--- config.mk ---
export PLATFORM = sky130hd
export DESIGN_NAME = protected_watchdog_timer
export DESIGN_NICKNAME = d
export VERILOG_FILES = /design/src/hdl/wdt_pkg.sv /design/src/hdl/ref_tick_sync.sv /design/src/hdl/wdt_counter.sv /design/src/hdl/protected_watchdog_timer.sv
export SDC_FILE = /design/constraint.sdc
export NUM_CORES = 1
export LEC_CHECK = 0
export BUFFER_PORTS_ARGS = -buffer_cell sky130_fd_sc_hd__buf_2
export CORE_UTILIZATION = 35
export DETAILED_ROUTE_END_ITERATION = 10
export GPL_TIMING_DRIVEN = 0
export SYNTH_ARGS = -nofsm -noshare
export SYNTH_HDL_FRONTEND = slang
export SYNTH_SLANG_ARGS = --single-unit
export TNS_END_PERCENT = 20
--- constraint.sdc ---
create_clock -name hclk -period 5.05 [get_ports hclk]
set_input_delay 1.01 -clock hclk [delete_from_list [all_inputs] [get_ports hclk]]
set_output_delay 1.01 -clock hclk [all_outputs]
set_load 0.01 [all_outputs]
--- src/hdl/wdt_pkg.sv ---
// Summary of operation
// RQ1: watchdog comes up off until unlocked enable
// RQ2: count advances on millisecond reference ticks only
// RQ3: expiry after 2.048 s causes reset
// RQ4: 1.792 s low-water point raises non-maskable warning
// RQ5: any kick write restarts the count
// RQ6: debug hold freezes count while cpu halted
// RQ7: stopped reference clock simply freezes count
// RQ8: software writes on-code then sets on bit
// RQ9: software writes off-code then sets off bit
// RQ10: on/off bits ignored without matching code
// RQ11: register writes need privileged system mode
// RQ12: config bit 1 turns off, bit 0 on
// RQ13: config resets with only off bit set
// RQ14: unlock code lives in low 16 bits
// RQ15: registers kept by always-on reset only
// RQ16: expiry sets reset-cause watchdog flag, bit 3
// RQ17: debug hold option is bit 10
// RQ18: warn at 1792 ticks, expire at 2048
// RQ19: enabling zeroes count, consumed code cleared
package wdt_pkg;

  // ***************************************************
  // register map
  // ***************************************************
  localparam logic [31:0] CONFIG_ADDR    = 32'h4000_6000;
  localparam logic [31:0] UNLOCK_ADDR    = 32'h4000_6004;
  localparam logic [31:0] KICK_ADDR      = 32'h4000_6008;
  localparam logic [31:0] DBG_CFG_ADDR   = 32'h4000_600c;
  localparam logic [31:0] IRQ_STAT_ADDR  = 32'h4000_6030;
  localparam logic [31:0] IRQ_MASK_ADDR  = 32'h4000_6034;
  localparam logic [31:0] CAUSE_ADDR     = 32'h4000_6038;

  // ***************************************************
  // fields and reset values
  // ***************************************************
  localparam int          CFG_ON_BIT     = 0;
  localparam int          CFG_OFF_BIT    = 1;
  localparam logic [31:0] CFG_RESET      = 32'h0000_0002;
  localparam logic [15:0] UNLOCK_ON_CODE = 16'heabe;
  localparam logic [15:0] UNLOCK_OFF_CODE = 16'hdead;
  localparam logic [15:0] UNLOCK_RESET   = 16'h0000;
  localparam int          DBG_HOLD_BIT   = 10;
  localparam logic [31:0] DBG_CFG_RESET  = 32'h0000_0400;
  localparam int          CAUSE_WDT_BIT  = 3;
  localparam int          EV_WARN_BIT    = 0;
  localparam int          EV_EXPIRE_BIT  = 1;
  localparam logic [1:0]  EV_RESET       = 2'h0;
  localparam logic [1:0]  HTRANS_NONSEQ  = 2'h2;

  // ***************************************************
  // timing, in reference ticks
  // ***************************************************
  localparam int REF_PERIOD_US  = 1000;      // 1 kHz reference
  localparam int WARN_TIME_US   = 1792000;   // 1.792 s
  localparam int EXPIRE_TIME_US = 2048000;   // 2.048 s
  localparam int WARN_TICKS     = WARN_TIME_US / REF_PERIOD_US;
  localparam int EXPIRE_TICKS   = EXPIRE_TIME_US / REF_PERIOD_US;
  localparam int CNT_W          = 12;

  // ***************************************************
  // types
  // ***************************************************
  typedef enum logic [2:0] {
    SEL_NONE, SEL_CONFIG, SEL_UNLOCK, SEL_KICK,
    SEL_DBG, SEL_STAT, SEL_MASK, SEL_CAUSE
  } reg_sel_e;

  typedef struct packed {
    logic        meta;    // first synchroniser stage
    logic        stable;  // second stage
    logic        last;    // previous stable value
  } sync_state_s;

  typedef struct packed {
    logic [CNT_W-1:0] count;  // ticks since restart
  } cnt_state_s;

  typedef struct packed {
    logic        enabled;   // watchdog running
    logic [15:0] unlock;    // armed unlock code
    logic        dbg_hold;  // hold count in debug halt
    logic [1:0]  status;    // sticky events
    logic [1:0]  mask;      // interrupt mask
    logic        cause;     // reset-cause watchdog flag
    logic        ap_valid;  // data phase pending
    logic        ap_write;  // pending is a write
    logic        ap_priv;   // pending was privileged
    reg_sel_e    ap_sel;    // pending register
    logic [31:0] rdata;     // read data
    logic        reset_req; // reset request pulse
  } wdt_state_s;

endpackage

--- src/hdl/ref_tick_sync.sv ---
`timescale 1ns/100ps
`default_nettype none
module ref_tick_sync
  import wdt_pkg::*;
(
  input  wire logic hclk,     // system clock
  input  wire logic hresetn,  // async reset, active low
  input  wire logic ref_in,   // asynchronous reference pin
  output logic      tick      // one-cycle pulse per rising edge
);

  sync_state_s st;       // registered state
  sync_state_s next_st;  // next state

  // only the second stage and its delayed copy feed the detector
  always_comb begin
    next_st        = st;
    next_st.meta   = ref_in;
    next_st.stable = st.meta;
    next_st.last   = st.stable;
  end

  always_ff @(posedge hclk or negedge hresetn) begin
    if (!hresetn) begin
      st <= '0;
    end else begin
      st <= next_st;
    end
  end

  // a stopped reference simply yields no ticks
  assign tick = st.stable & ~st.last;  // see RQ7

endmodule
`default_nettype wire

--- src/hdl/wdt_counter.sv ---
`timescale 1ns/100ps
`default_nettype none
module wdt_counter
  import wdt_pkg::*;
#(
  parameter int WARN   = WARN_TICKS,   // low-water point
  parameter int EXPIRE = EXPIRE_TICKS  // expiry point
) (
  input  wire logic             hclk,     // system clock
  input  wire logic             hresetn,  // async reset, active low
  input  wire logic             advance,  // count one tick
  input  wire logic             restart,  // back to zero
  output logic [CNT_W-1:0]      count,    // current count
  output logic                  warn,     // pulse at low-water point
  output logic                  expire    // pulse at expiry
);

  cnt_state_s st;       // registered state
  cnt_state_s next_st;  // next state

  localparam logic [CNT_W-1:0] WARN_LAST   = CNT_W'(WARN - 1);
  localparam logic [CNT_W-1:0] EXPIRE_LAST = CNT_W'(EXPIRE - 1);

  // restart wins over a tick in the same cycle
  assign warn   = advance & ~restart & (st.count == WARN_LAST);  // see RQ18
  assign expire = advance & ~restart & (st.count == EXPIRE_LAST);  // see RQ18

  always_comb begin
    next_st = st;
    if (restart || expire) begin
      next_st.count = '0;
    end else if (advance) begin
      next_st.count = st.count + CNT_W'(1);  // see RQ2
    end
  end

  always_ff @(posedge hclk or negedge hresetn) begin
    if (!hresetn) begin
      st <= '0;
    end else begin
      st <= next_st;
    end
  end

  assign count = st.count;

endmodule
`default_nettype wire

--- src/hdl/protected_watchdog_timer.sv ---
`timescale 1ns/100ps
`default_nettype none
module protected_watchdog_timer
  import wdt_pkg::*;
#(
  parameter int WARN   = WARN_TICKS,   // early warning, in ticks
  parameter int EXPIRE = EXPIRE_TICKS  // expiry, in ticks
) (
  input  wire logic        hclk,         // system clock, 100 mhz
  input  wire logic        hresetn,      // always-on reset, low
  input  wire logic        hsel,         // slave select
  input  wire logic [31:0] haddr,        // byte address
  input  wire logic [1:0]  htrans,       // transfer type
  input  wire logic        hwrite,       // write when high
  input  wire logic [2:0]  hsize,        // transfer size
  input  wire logic [3:0]  hprot,        // protection, bit 1 priv
  input  wire logic [31:0] hwdata,       // write data
  input  wire logic        hready,       // bus ready in
  output logic             hreadyout,    // slave ready
  output logic             hresp,        // response, always okay
  output logic [31:0]      hrdata,       // read data
  input  wire logic        millisecond_ref_clock, // 1 khz reference
  input  wire logic        cpu_debug_halted, // cpu halted by debugger
  output logic             wdt_reset_req,  // one-cycle reset pulse
  output logic             early_warn_nmi, // non-maskable warning
  output logic             irq,            // masked event interrupt
  output logic             reset_cause_wdt_flag, // expiry recorded
  output logic             wdt_active      // watchdog running
);

  // ***************************************************
  // state and submodules
  // ***************************************************
  wdt_state_s       st;        // registered state
  wdt_state_s       next_st;   // next state
  logic             ref_tick;  // synchronised reference edge
  logic             advance;   // counter may step
  logic             restart;   // counter back to zero
  logic [CNT_W-1:0] count;     // current count
  logic             warn;      // low-water event
  logic             expire;    // expiry event
  logic             wr_commit; // accepted write in data phase
  logic             turn_on;   // unlocked enable
  logic             turn_off;  // unlocked disable
  logic             kick;      // restart register written
  logic             ap_take;   // address phase taken
  reg_sel_e         sel;       // decoded address
  logic [1:0]       ev_set;    // events this cycle
  logic [1:0]       ev_clr;    // write-one-to-clear bits

  // the reference pin is asynchronous, so it is synchronised first
  ref_tick_sync u_sync (
    .hclk    (hclk),
    .hresetn (hresetn),
    .ref_in  (millisecond_ref_clock),
    .tick    (ref_tick)
  );

  wdt_counter #(
    .WARN   (WARN),
    .EXPIRE (EXPIRE)
  ) u_cnt (
    .hclk    (hclk),
    .hresetn (hresetn),
    .advance (advance),
    .restart (restart),
    .count   (count),
    .warn    (warn),
    .expire  (expire)
  );

  // ***************************************************
  // counting control
  // ***************************************************
  // ticks only count while running and not held by the debugger
  assign advance = ref_tick & st.enabled             // see RQ2
                 & ~(st.dbg_hold & cpu_debug_halted);  // see RQ6
  // enabling and kicking both start the interval over
  assign restart = kick | turn_on;  // see RQ5

  // ***************************************************
  // bus decode
  // ***************************************************
  assign ap_take   = hsel & hready & htrans[1];
  assign wr_commit = st.ap_valid & st.ap_write & st.ap_priv;  // see RQ11
  assign kick      = wr_commit & (st.ap_sel == SEL_KICK);     // see RQ5
  // each bit acts only with its own code already armed
  assign turn_on   = wr_commit & (st.ap_sel == SEL_CONFIG)
                   & hwdata[CFG_ON_BIT]                        // see RQ12
                   & (st.unlock == UNLOCK_ON_CODE);            // see RQ10
  assign turn_off  = wr_commit & (st.ap_sel == SEL_CONFIG)
                   & hwdata[CFG_OFF_BIT]                       // see RQ12
                   & (st.unlock == UNLOCK_OFF_CODE);           // see RQ10

  // address to register; anything else reads zero
  always_comb begin
    unique case (haddr)
      CONFIG_ADDR:   sel = SEL_CONFIG;
      UNLOCK_ADDR:   sel = SEL_UNLOCK;
      KICK_ADDR:     sel = SEL_KICK;
      DBG_CFG_ADDR:  sel = SEL_DBG;
      IRQ_STAT_ADDR: sel = SEL_STAT;
      IRQ_MASK_ADDR: sel = SEL_MASK;
      CAUSE_ADDR:    sel = SEL_CAUSE;
      default:       sel = SEL_NONE;
    endcase
  end

  // sticky events; a set in the clearing cycle wins
  always_comb begin
    ev_set                = '0;
    ev_set[EV_WARN_BIT]   = warn;
    ev_set[EV_EXPIRE_BIT] = expire;
    ev_clr = (wr_commit && st.ap_sel == SEL_STAT) ? hwdata[1:0] : 2'h0;
  end

  // ***************************************************
  // next state
  // ***************************************************
  always_comb begin
    next_st           = st;
    next_st.reset_req = expire;  // see RQ3
    next_st.status    = (st.status & ~ev_clr) | ev_set;  // see RQ4
    // record the cause; set wins over a software clear
    if (expire) begin
      next_st.cause = 1'b1;  // see RQ16
    end else if (wr_commit && st.ap_sel == SEL_CAUSE
                 && hwdata[CAUSE_WDT_BIT]) begin
      next_st.cause = 1'b0;
    end
    // data phase writes; unprivileged ones leave no trace
    if (wr_commit) begin
      unique case (st.ap_sel)
        SEL_UNLOCK: begin
          next_st.unlock = hwdata[15:0];  // see RQ14
        end
        SEL_DBG: begin
          next_st.dbg_hold = hwdata[DBG_HOLD_BIT];  // see RQ17
        end
        SEL_MASK: begin
          next_st.mask = hwdata[1:0];
        end
        default: begin
          // config, kick, status and cause act through terms above
        end
      endcase
    end
    // a successful turn on or off consumes the armed code
    if (turn_on) begin
      next_st.enabled = 1'b1;           // see RQ8
      next_st.unlock  = UNLOCK_RESET;   // see RQ19
    end else if (turn_off) begin
      next_st.enabled = 1'b0;           // see RQ9
      next_st.unlock  = UNLOCK_RESET;   // see RQ19
    end
    // address phase capture; read data is ready for the data phase
    next_st.ap_valid = ap_take;
    next_st.ap_write = hwrite;
    next_st.ap_priv  = hprot[1];
    next_st.ap_sel   = ap_take ? sel : SEL_NONE;
    next_st.rdata    = '0;
    if (ap_take && !hwrite) begin
      unique case (sel)
        SEL_CONFIG: begin
          next_st.rdata[CFG_ON_BIT]  = st.enabled;
          next_st.rdata[CFG_OFF_BIT] = ~st.enabled;  // see RQ13
        end
        SEL_UNLOCK: begin
          next_st.rdata[15:0] = st.unlock;
        end
        SEL_DBG: begin
          next_st.rdata[DBG_HOLD_BIT] = st.dbg_hold;
        end
        SEL_STAT: begin
          next_st.rdata[1:0] = st.status;
        end
        SEL_MASK: begin
          next_st.rdata[1:0] = st.mask;
        end
        SEL_CAUSE: begin
          next_st.rdata[CAUSE_WDT_BIT] = st.cause;
        end
        default: begin
          // kick and unmapped addresses read zero
        end
      endcase
    end
  end

  // ***************************************************
  // registers
  // ***************************************************
  // only the always-on reset touches these, so core resets and
  // deep sleep leave the watchdog setup intact
  always_ff @(posedge hclk or negedge hresetn) begin
    if (!hresetn) begin
      st          <= '0;                       // see RQ15
      st.enabled  <= CFG_RESET[CFG_ON_BIT];    // see RQ1
      st.unlock   <= UNLOCK_RESET;
      st.dbg_hold <= DBG_CFG_RESET[DBG_HOLD_BIT];
      st.status   <= EV_RESET;
      st.mask     <= EV_RESET;
      st.ap_sel   <= SEL_NONE;
    end else begin
      st <= next_st;
    end
  end

  // ***************************************************
  // outputs
  // ***************************************************
  // zero wait states keeps the slave simple
  assign hreadyout            = 1'b1;
  assign hresp                = 1'b0;
  assign hrdata               = st.rdata;
  assign wdt_reset_req        = st.reset_req;
  assign early_warn_nmi       = st.status[EV_WARN_BIT];  // see RQ4
  assign irq                  = |(st.status & st.mask);
  assign reset_cause_wdt_flag = st.cause;
  assign wdt_active           = st.enabled;

  // ***************************************************
  // checks
  // ***************************************************
  off_after_reset_a: assert property (  // see RQ1
    @(posedge hclk) $rose(hresetn) |-> !st.enabled)
    else $error("watchdog running after reset");

  count_source_a: assert property (  // see RQ2
    @(posedge hclk) disable iff (!hresetn)
    (count != $past(count)) |-> $past(ref_tick || restart))
    else $error("count moved without a reference tick");

  expiry_reset_a: assert property (  // see RQ3
    @(posedge hclk) disable iff (!hresetn)
    expire |=> wdt_reset_req && reset_cause_wdt_flag && count == 0)
    else $error("expiry without reset and cause");

  expiry_point_a: assert property (  // see RQ18
    @(posedge hclk) disable iff (!hresetn)
    expire |-> count == CNT_W'(EXPIRE - 1) && st.enabled)
    else $error("expiry at wrong count");

  warn_nmi_a: assert property (  // see RQ4
    @(posedge hclk) disable iff (!hresetn)
    warn |=> early_warn_nmi && count == CNT_W'(WARN))
    else $error("warning not raised at low-water point");

  kick_restart_a: assert property (  // see RQ5
    @(posedge hclk) disable iff (!hresetn)
    kick |=> count == 0)
    else $error("kick did not restart count");

  debug_hold_a: assert property (  // see RQ6
    @(posedge hclk) disable iff (!hresetn)
    st.dbg_hold && cpu_debug_halted && !restart |=> $stable(count))
    else $error("count moved during debug halt");

  locked_enable_a: assert property (  // see RQ10
    @(posedge hclk) disable iff (!hresetn)
    !st.enabled && st.unlock != UNLOCK_ON_CODE |=> !st.enabled)
    else $error("enable accepted without code");

  unpriv_write_a: assert property (  // see RQ11
    @(posedge hclk) disable iff (!hresetn)
    st.ap_valid && st.ap_write && !st.ap_priv && !turn_on && !turn_off
    |=> $stable(st.unlock) && $stable(st.mask))
    else $error("unprivileged write took effect");

  enable_zero_a: assert property (  // see RQ19
    @(posedge hclk) disable iff (!hresetn)
    turn_on |=> st.enabled && count == 0 && st.unlock == UNLOCK_RESET)
    else $error("enable left count or code behind");

  // checks use the parameters, not the nominal counts, so a bench
  // may shorten the intervals and still be judged by the same rules
  off_locked_a: assert property (  // see RQ10
    @(posedge hclk) disable iff (!hresetn)
    st.enabled && st.unlock != UNLOCK_OFF_CODE |=> st.enabled)
    else $error("disable accepted without code");

  ref_stop_freeze_a: assert property (  // see RQ7
    @(posedge hclk) disable iff (!hresetn)
    !ref_tick && !restart |=> $stable(count))
    else $error("count moved without a reference tick");

  reset_pulse_a: assert property (  // see RQ3
    @(posedge hclk) disable iff (!hresetn)
    wdt_reset_req |=> !wdt_reset_req)
    else $error("reset request longer than one cycle");

  cause_sticky_a: assert property (  // see RQ16
    @(posedge hclk) disable iff (!hresetn)
    reset_cause_wdt_flag && !(wr_commit && st.ap_sel == SEL_CAUSE)
    |=> reset_cause_wdt_flag)
    else $error("cause flag dropped without a clear");

  warn_sticky_a: assert property (  // see RQ4
    @(posedge hclk) disable iff (!hresetn)
    early_warn_nmi && !(wr_commit && st.ap_sel == SEL_STAT)
    |=> early_warn_nmi)
    else $error("warning dropped without a clear");

endmodule
`default_nettype wire

; ---- Word-level counts from Yosys, hierarchy flattened
; Cells that the tools add are included.
[totals]
regBits = 61
input_bits = 80
output_inout_bits = 39
word_cells = 101
[op_classes]
add_sub_neg = 1
eq_ne = 24
n_mux = 19
bitwise_logic = 26
n_reduce_logical = 15
[op_table]
columns = operator, count
row1 = "32-bit by 31-bit == test with 1-bit output, second input constant", 7
row2 = 17-bit 2-to-1 mux, 3
row3 = "16-bit == test, second input constant", 2
row4 = 16-bit 2-to-1 mux, 2
row5 = "12-bit by 11-bit == test with 1-bit output, second input constant", 2
row6 = "3-bit == test, second input constant", 8
row7 = 12-bit 2-to-1 mux, 2
row8 = 3-bit case mux with 7 select lines, 1
row9 = 1-bit AND, 17
row10 = "12-bit by 1-bit adder with 12-bit output, second input constant", 1
row11 = "3-bit by 2-bit == test with 1-bit output, second input constant", 3
row12 = 2-bit case mux with 4 select lines, 1
row13 = "3-bit by 1-bit == test with 1-bit output, second input constant", 2
row14 = 6-bit 2-to-1 mux, 1
row15 = 2-bit AND reduction, 3
row16 = 2-bit nonzero test, 3
row17 = 3-bit nonzero test, 2
row18 = 5-bit 2-to-1 mux, 1
row19 = 2-bit AND, 2
row20 = 1-bit logical AND, 4
row21 = 1-bit 2-to-1 mux, 4
row22 = 1-bit inverter, 4
row23 = 1-bit case mux with 2 select lines, 2
row24 = 3-bit 2-to-1 mux, 1
row25 = other kinds (7), 7

; ---- Depth between registers and ports, before layout
[depth]
ltp_word = 11
ltp_mapped = 9
depth_no_buf = 8

; ---- Modules after synthesis
; From an unflattened synthesis, not the netlist that was laid out.
[hier_totals]
hier_cells = 311
area_unflattened_um2 = 3075.4
[modules_own_cells]
columns = module, instances, cells_each, area_each_um2, seq_area_each_um2
row1 = protected_watchdog_timer, 1, 236, 2321.0, 1152.4
row2 = wdt_counter, 1, 71, 665.6, 300.3
row3 = ref_tick_sync, 1, 4, 88.8, 75.1

; ---- Least setup slack after synthesis
; Ideal clock, no wire load.
[synth_timing]
kind = in2reg
start = input haddr[17]
end = register st, in the netlist hrdata[12]
setup_ps = 64
arrival_ps = 2694
t_required_ps = 4986
path_slack_ps = 2292
path_stages = 9
n_path_buf = 1
cell_sequence = nor4b_1 -> nand4_1 -> nor2_1 -> nand2_1 -> inv_1 -> ha_1 -> nor4b_2 -> clkbuf_1 -> and2_2
[synth_rtl]
columns = element, line_no
row1 = "start, declared", protected_watchdog_timer.sv:12  ; input wire logic [31:0] haddr,
row2 = "end signal, assigned", protected_watchdog_timer.sv:205  ; st <= next_st;
row3 = "end, declared", protected_watchdog_timer.sv:34  ; wdt_state_s st;

==> key figures <==
Detailed routing
  • Detailed Routing Iterations Pass 1: 4
  • DRT Wirelength: 6510 microns
  • DRT antenna net count: 0
  • Vias per Instance: 4.81
  • DRT iter0 DRCs: 185
  • WL/cell: 13.2 microns
  • Vias: 2362
  • DRC: 0

Global routing
  • Largest net degree at the start of global routing: 62
  • First-pass GRT wire length: 11000 microns
  • Antenna violations before repair: 0
  • GRT Total Usage: 0.163
  • M1 GR Usage: 0.212
  • Most Used Layer, Global Route: met2
  • M2 GR Usage: 0.258
  • Vias in the first global route: 2329
  • GR Util met3: 0.0263
  • Grt total ovfl: 0

Final layout
  • Ant diodes: 0
  • Share of post-route cells with drive strength above 1: 0.378
  • Reg area: 1530 sq um
  • Area of the multi-input gates: 1220 sq um
  • Finished Layout Cells: 491
  • Filler cells: 788
  • Area growth from synthesis to layout: 25.4%
  • Final #Nets: 464

Outcome
  • Status: completed

Floorplan
  • Starting Density: 0.365
  • FP Rows: 33
  • Die area: 9030 sq um
  • Die Wd: 95.0 microns
  • Core area: 8300 sq um
  • Die H: 95.0 microns
  • I/O pins: 119

Logic synthesis
  • Synth area leader: dfrtp_1
  • Top cell type's share of synthesized area: 0.496
  • Synth top cells by count: dfrtp_1, buf_4, nor2_1, a22o_1, nand2_1
  • Syn. warnings: 0
  • Asr flop ratio synth: 1.00
  • Synthesized area: 3030 sq um
  • #FFs+latches synth: 61
  • Post-synth EDFFs: 0
  • Cells after synthesis: 277
  • Cell with the most instances after synthesis: dfrtp_1
  • Top post-synthesis cells by area: dfrtp_1, buf_4, a22o_1
  • Primary FF master, synth: dfrtp_1
  • Synth Area per Inst: 10.9 sq um
  • Yosys cell types: 52
  • Sequential area share after synthesis: 0.504

Setup path
  • Critical Path Fanout Max: 10
  • Worst setup SP type: primary input
  • Worst EP arrival: 3400 ps
  • WP data required: 5330 ps
  • CP Capture Type: flip-flop
  • Critical path class: in2reg

Timing
  • Clock Skew: 8.66 ps
  • Final Max Tran Viols: 0
  • Fin crit share: 0.616
  • RSZ-0062 raised after global routing: no
  • Hold Violations, Final: 0
  • Worst rel slew slack: 0.503
  • Tmin final: 3110 ps
  • Fmax: 321 MHz
  • Setup TNS: 0 ps
  • Final Setup Violations: 0
  • Least-Margin Pin Slew: 745 ps

Power
  • Leakage power: 1.96 nW
  • Pwr/cell area: 273 nW/um^2
  • Worst vdd ir: 0.125 mV

Place
  • Inst Count DP: 475
  • DPL Wire Length: 4850 microns
  • Placer congestion estimate: 0.809
  • # port buffers: 77

Run
  • Max Cap Violations: 0

Clock tree
  • # resized after CTS: 0
  • TritonCTS Sinks: 61
  • Cts hold-fix bufs: 0
  • CTS tree: done
  • CTS Buf Count: 9
  • Postcts setup bufs: 0
  • Clk pin slew, worst setup/hold paths: 70 ps
  • CTS max path bufs: 2
  • H-tree depth: 3
  • Clock Latency Late Sink: 340 ps
  • CTS root buf: clkbuf_8

Min path
  • HP Class: reg2reg
## routing by layer
metal	routed length, microns	up-vias
met3	376	7
met2	3030	102
li1	-	1171
met4	115	0
met5	0	-
met1	2990	1082
## per-stage QoR
stage	power (mW)	hold slack, ps	cell area, sq um	setup WS [ps]	utilization
after floorplan	0.581	331	3090	2290	-
after global placement	0.624	332	3610	1590	0.434
after detailed placement	0.626	336	3610	1540	0.434
after CTS	1.05	351	3800	1900	0.458
after global routing	1.08	372	3800	1620	0.458
final	1.04	348	3800	1940	0.458
## report_power, final
part	switching, mW	internal (mW)
registers	0.0216	0.507
clock network	0.194	0.227
logic	0.0461	0.0427
total	0.261	0.776
## state kept, by name (all words and copies together) (netlist names)
name	cells
hrdata	16
u_cnt.count	12
u_sync.next_st	2
u_sync.st	1
reset_cause_wdt_flag	1
early_warn_nmi	1
wdt_reset_req	1
wdt_active	1
st	26
## cells in the final DEF, fill, tap and decap left out, drive strengths merged, types with 2 or more instances in the layout
master	instances
buf	114
dfrtp	60
conb	18
nor2	17
a22o	17
clkbuf	15
nand2	14
and2	13
nand3	12
nand4	10
nor4	8
inv	8
nor3	8
or4	6
xor2	4
o2111ai	4
mux2	4
and3	3
a211oi	3
and4b	3
nand4b	3
a21oi	3
ha	3
clkinv	3
xnor2	2
nor3b	2
o2bb2ai	2
a22oi	2
a221oi	2
or3	2
nand3b	2
o21ai	2
a21o	2
clkinvlp	2
nor4b	2
nand2b	2
## critical path: stages
cell	delay, ps
buf_2	90
nor4b_1	280
nand4_1	210
nor2_1	240
nand2_1	130
inv_1	70
ha_1	210
nor4b_2	570
clkbuf_1	380
and2_2	210
## final timing paths
| path | endpoint | slack, ps | cells after the start | from |
|---|---|---|---|---|
| setup / recovery | hrdata[12] | 1940 | 10 | haddr[17] |
| hold / removal | u_sync.next_st[0] | 350 | 0 | u_sync.next_st[1] |
| setup reg to reg | u_cnt.count[5] | 2850 | 6 | u_cnt.count[0] |
| hold reg to reg | u_sync.next_st[0] | 350 | 0 | u_sync.next_st[1] |
| max in group asynchronous | st[47] | 3820 | 1 | hresetn |
| min in group asynchronous | hrdata[10] | 730 | 1 | hresetn |
## kinds of logic (layout without fill, tap and decap cells)
group	count (synthesis)	count (layout)	share of synthesized area
other	2	18	0.00248
flip-flops	61	61	0.504
XOR/XNOR	6	6	0.0173
buffers and inverters	50	143	0.112
adder cells (fa/ha/maj)	3	3	0.0124
AND/OR/NAND/NOR	110	110	0.224
multiplexers	5	5	0.0194
AO/OA/AOI/OAI	40	40	0.109
## final cells by class
cell class | count | share of cell area
multi-input cells | 182 | 0.322
clock inverters | 6 | 0.0168
well taps | 105 | 0.0346
repair buffers | 77 | 0.102
inverters | 8 | 0.00790
plain buffers | 42 | 0.0810
flip-flops and latches | 61 | 0.402
clock buffers | 10 | 0.0336
(Power assumes the default switching activity.)
